==> src/cmd_hk_pkg.sv <==
// shared constants for the command and housekeeping link block
package cmd_hk_pkg;
    localparam int BYTE_W = 8;
    localparam int WORD_BYTES = 4;
    localparam int WORD_W = BYTE_W * WORD_BYTES;
    localparam int LINK_COUNT = 2;
    localparam int LINK_A = 0;
    localparam int LINK_B = 1;
    localparam int HK_FIFO_DEPTH = 16;
    localparam logic [1:0] LAST_BYTE_INDEX = 2'h3;
    localparam logic [2:0] LAST_BIT_INDEX = 3'h7;
    localparam logic [5:0] WORD_BIT_COUNT = 6'h20;
    localparam logic [7:0] BYTE_RESET = 8'h00;
    localparam logic [31:0] WORD_RESET = 32'h00000000;
    typedef enum logic [0:0] {
        TX_IDLE,
        TX_SHIFT
    } tx_state_t;
endpackage

==> src/command_housekeeping_link_regs.sv <==
// command receive registers and housekeeping transmit path for two links
`timescale 1ns/1ps
// What this block does
// - each link assembles every 32-bit command word it accepts into its own four byte registers.
// - loading the last byte register of a link's group raises a processor interrupt.
// - a link's busy line goes high as soon as the first bit of a new word arrives.
// - the processor reading the last byte register of a link that holds a complete word clears that link's busy.
// - links A and B are always active and each has an independent receive group.
// - a word is accepted on whichever link delivers it; bits arriving while that link still holds an unread word are dropped.
// - link A has the primary interrupt and link B the secondary one.
// - four byte transmit registers are shifted out serially by hardware alone.
// - the processor's 32-bit status word is taken from transmit registers 0 to 2 plus the last byte being written, as one unit.
// - every accepted status word goes out on both links at the same time.
module command_housekeeping_link_regs
    import cmd_hk_pkg::*;
#(
    parameter int FIFO_DEPTH = HK_FIFO_DEPTH
) (
    input wire logic clock,
    input wire logic rst,
    input wire logic clock_en,
    input wire logic [LINK_COUNT-1:0] cmd_bit,
    input wire logic [LINK_COUNT-1:0] cmd_bit_valid,
    output logic [LINK_COUNT-1:0] cmd_busy,
    output logic irq_primary,
    output logic irq_secondary,
    input wire logic cpu_rd,
    input wire logic cpu_rd_link,
    input wire logic [1:0] cpu_rd_index,
    output logic [BYTE_W-1:0] cpu_rd_data,
    input wire logic cpu_wr,
    input wire logic [1:0] cpu_wr_index,
    input wire logic [BYTE_W-1:0] cpu_wr_data,
    output logic hk_wr_ready,
    output logic [LINK_COUNT-1:0] hk_tx_bit,
    output logic [LINK_COUNT-1:0] hk_tx_frame
);
    // refused at elaboration rather than left to misbehave in a run
    if (FIFO_DEPTH < 2) begin : g_bad_depth
        $error("housekeeping fifo needs at least two words");
    end

    // receive side state, one group per link
    logic [BYTE_W-1:0] rx_reg [LINK_COUNT][WORD_BYTES];
    logic [BYTE_W-1:0] rx_shift [LINK_COUNT];
    logic [2:0] rx_bit_cnt [LINK_COUNT];
    logic [1:0] rx_byte_cnt [LINK_COUNT];
    logic [LINK_COUNT-1:0] rx_full;
    logic [LINK_COUNT-1:0] word_done;
    logic [LINK_COUNT-1:0] last_read;

    genvar gl;
    generate
        for (gl = 0; gl < LINK_COUNT; gl++) begin : g_link
            logic take_bit;
            logic [BYTE_W-1:0] next_byte;

            // bits offered while the word is still unread are dropped
            assign take_bit = cmd_bit_valid[gl] && !rx_full[gl];
            assign next_byte = {rx_shift[gl][BYTE_W-2:0], cmd_bit[gl]};
            assign word_done[gl] = take_bit && (rx_bit_cnt[gl] == LAST_BIT_INDEX)
                && (rx_byte_cnt[gl] == LAST_BYTE_INDEX);
            assign last_read[gl] = cpu_rd && (cpu_rd_link == 1'(gl))
                && (cpu_rd_index == LAST_BYTE_INDEX);

            // serial to byte assembly, msb first within each byte
            always_ff @(posedge clock) begin
                if (rst) begin
                    rx_shift[gl] <= BYTE_RESET;
                    rx_bit_cnt[gl] <= '0;
                    rx_byte_cnt[gl] <= '0;
                end else if (clock_en && take_bit) begin
                    rx_shift[gl] <= next_byte;
                    rx_bit_cnt[gl] <= rx_bit_cnt[gl] + 1'b1;
                    if (rx_bit_cnt[gl] == LAST_BIT_INDEX) begin
                        rx_byte_cnt[gl] <= rx_byte_cnt[gl] + 1'b1;
                    end
                end
            end

            // completed bytes land in arrival order
            always_ff @(posedge clock) begin
                if (rst) begin
                    for (int i = 0; i < WORD_BYTES; i++) begin
                        rx_reg[gl][i] <= BYTE_RESET;
                    end
                end else if (clock_en && take_bit && rx_bit_cnt[gl] == LAST_BIT_INDEX) begin
                    rx_reg[gl][rx_byte_cnt[gl]] <= next_byte;
                end
            end

            // word-held flag: set by the last byte, cleared by the last read
            always_ff @(posedge clock) begin
                if (rst) begin
                    rx_full[gl] <= 1'b0;
                end else if (clock_en) begin
                    if (word_done[gl]) begin
                        rx_full[gl] <= 1'b1;
                    end else if (last_read[gl]) begin
                        rx_full[gl] <= 1'b0;
                    end
                end
            end

            // busy rises on the first bit and holds until the word is consumed
            always_ff @(posedge clock) begin
                if (rst) begin
                    cmd_busy[gl] <= 1'b0;
                end else if (clock_en) begin
                    if (take_bit) begin
                        cmd_busy[gl] <= 1'b1;
                    end else if (rx_full[gl] && last_read[gl]) begin
                        cmd_busy[gl] <= 1'b0;
                    end
                end
            end
        end
    endgenerate

    // separate interrupt lines tell the processor which group holds a word
    always_ff @(posedge clock) begin
        if (rst) begin
            irq_primary <= 1'b0;
            irq_secondary <= 1'b0;
        end else if (clock_en) begin
            irq_primary <= word_done[LINK_A];
            irq_secondary <= word_done[LINK_B];
        end
    end

    // registered read port, data valid the cycle after the strobe
    always_ff @(posedge clock) begin
        if (rst) begin
            cpu_rd_data <= BYTE_RESET;
        end else if (clock_en && cpu_rd) begin
            cpu_rd_data <= rx_reg[cpu_rd_link][cpu_rd_index];
        end
    end

    // transmit staging: four byte registers, byte 0 sent first
    logic [BYTE_W-1:0] hk_reg [WORD_BYTES];
    logic [WORD_W-1:0] hk_word;
    logic hk_push;
    logic fifo_in_ready;
    logic fifo_out_valid;
    logic fifo_out_ready;
    logic [WORD_W-1:0] fifo_out_data;

    assign hk_word = {hk_reg[0], hk_reg[1], hk_reg[2], cpu_wr_data};
    // writing the last byte hands the whole word over; refused when full
    assign hk_push = cpu_wr && (cpu_wr_index == LAST_BYTE_INDEX);

    always_ff @(posedge clock) begin
        if (rst) begin
            for (int i = 0; i < WORD_BYTES; i++) begin
                hk_reg[i] <= BYTE_RESET;
            end
        end else if (clock_en && cpu_wr) begin
            hk_reg[cpu_wr_index] <= cpu_wr_data;
        end
    end

    // ready follows the fifo's registered full flag a cycle late and drops for a cycle after each accepted push, so the processor can pace
    always_ff @(posedge clock) begin
        if (rst) begin
            hk_wr_ready <= 1'b0;
        end else if (clock_en) begin
            hk_wr_ready <= fifo_in_ready && !(hk_push && hk_wr_ready);
        end
    end

    hk_word_fifo #(
        .WIDTH(WORD_W),
        .DEPTH(FIFO_DEPTH)
    ) u_hk_word_fifo (
        .clock(clock),
        .rst(rst),
        .clock_en(clock_en),
        .in_valid(hk_push && hk_wr_ready),
        .in_ready(fifo_in_ready),
        .in_data(hk_word),
        .out_valid(fifo_out_valid),
        .out_ready(fifo_out_ready),
        .out_data(fifo_out_data)
    );

    // serialiser: one bit per enabled cycle, same bit on both links
    tx_state_t tx_state;
    logic [WORD_W-1:0] tx_shift;
    logic [5:0] tx_left;

    assign fifo_out_ready = (tx_state == TX_IDLE);

    always_ff @(posedge clock) begin
        if (rst) begin
            tx_state <= TX_IDLE;
            tx_shift <= WORD_RESET;
            tx_left <= '0;
        end else if (clock_en) begin
            unique case (tx_state)
                TX_IDLE: begin
                    if (fifo_out_valid) begin
                        tx_shift <= fifo_out_data;
                        tx_left <= WORD_BIT_COUNT;
                        tx_state <= TX_SHIFT;
                    end
                end
                TX_SHIFT: begin
                    tx_shift <= {tx_shift[WORD_W-2:0], 1'b0};
                    tx_left <= tx_left - 1'b1;
                    if (tx_left == 6'h01) begin
                        tx_state <= TX_IDLE;
                    end
                end
            endcase
        end
    end

    // outputs registered; frame marks each of the 32 bit slots
    always_ff @(posedge clock) begin
        if (rst) begin
            hk_tx_bit <= '0;
            hk_tx_frame <= '0;
        end else if (clock_en) begin
            if (tx_state == TX_SHIFT) begin
                hk_tx_bit <= {LINK_COUNT{tx_shift[WORD_W-1]}};
                hk_tx_frame <= {LINK_COUNT{1'b1}};
            end else begin
                hk_tx_bit <= '0;
                hk_tx_frame <= '0;
            end
        end
    end
endmodule

==> src/hk_word_fifo.sv <==
// parameterised word fifo with valid/ready on both sides
`timescale 1ns/1ps
module hk_word_fifo #(
    parameter int WIDTH = 32,
    parameter int DEPTH = 16
) (
    input wire logic clock,
    input wire logic rst,
    input wire logic clock_en,
    input wire logic in_valid,
    output logic in_ready,
    input wire logic [WIDTH-1:0] in_data,
    output logic out_valid,
    input wire logic out_ready,
    output logic [WIDTH-1:0] out_data
);
    localparam int PTR_W = $clog2(DEPTH);

    // refused at elaboration: the pointer wrap only works for powers of two
    if (DEPTH < 2 || (1 << PTR_W) != DEPTH) begin : g_bad_depth
        $error("fifo depth must be a power of two, at least 2");
    end

    logic [WIDTH-1:0] mem [DEPTH];
    logic [PTR_W-1:0] wr_ptr;
    logic [PTR_W-1:0] rd_ptr;
    logic [PTR_W:0] count;
    logic full;
    logic empty;
    logic push;
    logic pop;
    logic [PTR_W:0] next_count;

    assign push = in_valid && !full;
    assign pop = out_valid && out_ready;
    assign in_ready = !full;
    assign out_valid = !empty;
    assign out_data = mem[rd_ptr];

    always_comb begin
        next_count = count;
        if (push && !pop) begin
            next_count = count + 1'b1;
        end else if (pop && !push) begin
            next_count = count - 1'b1;
        end
    end

    // storage has no reset, only the pointers, count and flags need one
    always_ff @(posedge clock) begin
        if (clock_en && push) begin
            mem[wr_ptr] <= in_data;
        end
    end

    // full and empty kept as flops so both readies come straight from state
    always_ff @(posedge clock) begin
        if (rst) begin
            wr_ptr <= '0;
            rd_ptr <= '0;
            count <= '0;
            full <= 1'b0;
            empty <= 1'b1;
        end else if (clock_en) begin
            if (push) begin
                wr_ptr <= wr_ptr + 1'b1;
            end
            if (pop) begin
                rd_ptr <= rd_ptr + 1'b1;
            end
            count <= next_count;
            full <= (next_count == (PTR_W + 1)'(DEPTH));
            empty <= (next_count == '0);
        end
    end
endmodule

==> config.mk <==
export PLATFORM = sky130hd
export DESIGN_NAME = command_housekeeping_link_regs
export DESIGN_NICKNAME = d
export VERILOG_FILES = /design/src/cmd_hk_pkg.sv /design/src/command_housekeeping_link_regs.sv /design/src/hk_word_fifo.sv
export SDC_FILE = /design/constraint.sdc
export NUM_CORES = 1
export LEC_CHECK = 0
export ABC_AREA = 1
export BUFFER_PORTS_ARGS = -buffer_cell sky130_fd_sc_hd__buf_2
export CORE_MARGIN = 5
export CORE_UTILIZATION = 35
export DETAILED_ROUTE_END_ITERATION = 8
export PLACE_DENSITY = 0.46
export SLEW_MARGIN = 20
export SYNTH_ARGS = -nofsm -noshare
export SYNTH_HDL_FRONTEND = slang
export SYNTH_HIERARCHICAL = 1
export SYNTH_SLANG_ARGS = --single-unit
==> constraint.sdc <==
create_clock -name clock -period 4.55 [get_ports clock]
set_clock_uncertainty 0.05 [all_clocks]
set_input_delay 1.365 -clock clock [delete_from_list [all_inputs] [get_ports clock]]
set_output_delay 1.365 -clock clock [all_outputs]
set_load 0.02 [all_outputs]
==> summary.txt <==
Outcome
  • Status: finished clean

Worst setup path
  • Slowest CP cell: nor2_4
  • CP bufs+invs: 4
  • CP Max Fanout: 20
  • Worst reg2reg path depth: 9
  • Worst EP required: between 4 and 5 ns
  • Reg-to-reg critical path startpoint: hk_wr_ready
  • Critical path's largest stage delay: approximately 0.43 ns
  • Crit. End Element: flop
  • CP Cell Sequence: buf_2 > nand4_1 > inv_1 > nand2_1 > nor2_2 > inv_1 > nor2_1 > nand2_1 > nor2_4 > buf_12
  • R2R Path End: u_hk_word_fifo/mem[3][23]
  • WP data arrival: 3.29 ns
  • Critical Path Source Type: input pin
  • CP Class: in2reg
  • Crit-path leading delay family: simple AND/OR/NAND/NOR gates
  • Register-to-Register Setup Slack: 2.02 ns

Hold path
  • Hold Path Origin: tx_shift[18]
  • Hold Crit Depth: 2
  • Hold Path Sink: tx_shift[19]
  • Hold WC Path Type: reg2reg

Synthesis
  • Syn nets: between 2,000 and 2,500
  • Yosys warnings: 6
  • Mapped Avg Cell Area: about 12 µm²
  • Yosys top cell area share: 0.6514
  • Synth cell types: 30
  • Yosys top cell by area: edfxtp_1
  • Synthesized cell area: between 20,000 and 30,000 µm²
  • Seq cells post-synth: 699
  • Synth top area cells: edfxtp_1 65%, dfxtp_1 5.2%, mux2i_1 4.5%
  • Post-Syn Instances: 2,302
  • Part of the Yosys area used for sequential elements: 0.7036

Place
  • Port Buffers: 38
  • RD Place Congestion: 0.8209
  • Placed cells: between 3,000 and 4,000
  • DPL Wire Length: about 45 mm

Timing
  • Final setup vio count: 0
  • Setup TNS: 0 ns
  • Worst slew pin tran: 1.097 ns
  • Slew HR: 0.2673
  • Period utilization: 0.6687
  • RSZ-0062 raised after global routing: false
  • Min cycle time layout: 3.043 ns
  • Hold Vio Cnt, Final: 0
  • Fmax: roughly 0.33 GHz
  • Pins Over Slew Limit: 0

Layout
  • Most frequent cells in the layout: 624 x edfxtp_1, 257 x inv_1, 248 x nand2_1
  • Core Util, Final: 0.3998
  • Layout Nets: approximately 2,400
  • P&R area growth vs syn: 13.76%
  • Register area: 20,250 µm²
  • Multi-input gate area: roughly 6900 µm²
  • Fraction of final layout cells sized beyond drive strength 1: 0.1073
  • N_diodes: 0
  • Non-Filler Instances: 3,475
  • Filler cell count: 7,742
  • Max reg flops: 512
  • Commonest non-fill, non-tap cell in the layout: edfxtp_1

Detailed routing
  • Met1 WL: roughly 33 mm
  • Post-DRT Antenna Nets: 0
  • Top Metal Used: met4
  • DR iter-0 viols: 1,271
  • Via count: ~17,000
  • Wire length on met2: between 30 and 40 mm
  • DRT Pass-1 Iters: 5
  • Metal3 WL: 3.167 mm
  • Post-route DRC: 0
  • Via/cell ratio: 5.017
  • WL/cell: 21.22 µm
  • Routed WL: 73.73 mm

CTS
  • CTS buffer count: 79
  • H-tree depth reported by CTS: 3
  • CTS Hold Bufs: 0
  • Reg clk slew, reported paths: around 0.06 ns
  • Resize count post-CTS: 0
  • CTS tree: yes
  • Clock latency on the worst-skew pair: 0.63 ns
  • Setup Fix Bufs, Post-CTS: 0
  • Root buffer selected by CTS: clkbuf_16
  • Sink Count: 699
  • Maximum clock insertion buffer count: 3

Global route
  • Final global-route overflow total: 0
  • Antenna violations before repair: 0
  • Vias in the first global route: 17,280
  • Global-route wire length before repair: about 110 mm
  • Largest net degree at the start of global routing: 72
  • Gr usage total: 0.1672

Job
  • MaxCap Viol Count: 0

Floorplanning
  • Initial Utilization: 0.3515
  • Die Area: approximately 90,000 µm²
  • Cell Rows: 105
  • Core footprint: 81,850 µm²
  • Ports: 39
  • Die W: around 300 µm
  • Die H: 296.7 µm

Power
  • Worst vdd ir: approximately 310 µV
  • Power Density: between 400 and 500 nW/µm²
  • LEAKAGE: 11.47 nW
-- cell type report --
type                            instances  area share
Sequential cell                       699      0.6189
Timing Repair Buffer                   86     0.02065
Tap cell                             1070     0.04091
Clock buffer                          111     0.06745
Inverter                              263     0.03024
Clock inverter                         35    0.009635
Multi-Input combinational cell       1211      0.2122
-- metrics by stage --
step	cell area (µm²)	worst slack (ns)	total power [mW]	hold WS [ns]
after floorplan	28770	0.6229	7.891	0.3865
after global placement	30200	0.8767	8.187	0.4134
after detailed placement	30200	0.8955	8.200	0.4218
after CTS	32720	1.553	14.35	0.4222
after global routing	32720	1.373	14.72	0.4513
final	32720	1.507	14.16	0.4191
-- worst min-delay path: cells and delay by family (launching register included) --
kind / cells / cell delay (ns)
simple gates: 1 / 0.06
flops: 1 / 0.31
compound gates: 1 / 0.07
-- where the power goes --
| part | switching [mW] | internal [mW] |
|---|---|---|
| combinational | 0.568 | 0.263 |
| sequential | 0.130 | 7.09 |
| clock | 2.58 | 3.53 |
| total | 3.28 | 10.9 |
-- cell families (layout without fill, tap and decap cells) --
family	count (synthesis)	count (layout)	synth area share
compound gates	531	531	0.1054
fa+ha+maj	21	21	0.009134
buf+inv	392	495	0.05933
flops	699	699	0.7036
mux	128	128	0.04454
simple gates	531	531	0.07799
-- synth_stat cells (all sizes together) --
master and n:
nor2 157, o22ai 1, dfxtp 75, buf 63, o211ai 132, inv 263, edfxtp 624, a21oi 160
nand4 4, nor3 3, nor4 1, nand2 262, mux2i 128, clkbuf 66, ha 21, o21bai 1
nand3 103, a211oi 1, a31oi 31, o21ai 205, and3 1
-- routing by layer --
metal,vias up,GRT usage
met1,8661,0.2298
met2,354,0.2714
met4,0,0.06101
met5,-,0
li1,8298,-
met3,121,0.02553
-- worst max-delay path by stage --
stage	start	slack [ns]	depth (start not counted)	end
3_3_place_gp	cpu_wr_index[1]	0.88	10	u_hk_word_fifo/mem[3][14]
2_1_floorplan	cpu_wr_index[1]	0.62	8	u_hk_word_fifo/mem[11][0]
3_5_place_dp	cpu_wr_index[1]	0.90	10	u_hk_word_fifo/mem[3][14]
6_report	cpu_wr_index[1]	1.51	10	u_hk_word_fifo/mem[3][23]
5_1_grt	cpu_wr_index[1]	1.37	10	u_hk_word_fifo/mem[3][16]
4_1_cts	cpu_wr_index[1]	1.55	10	u_hk_word_fifo/mem[3][14]
Power figures use the tool's default switching activity.
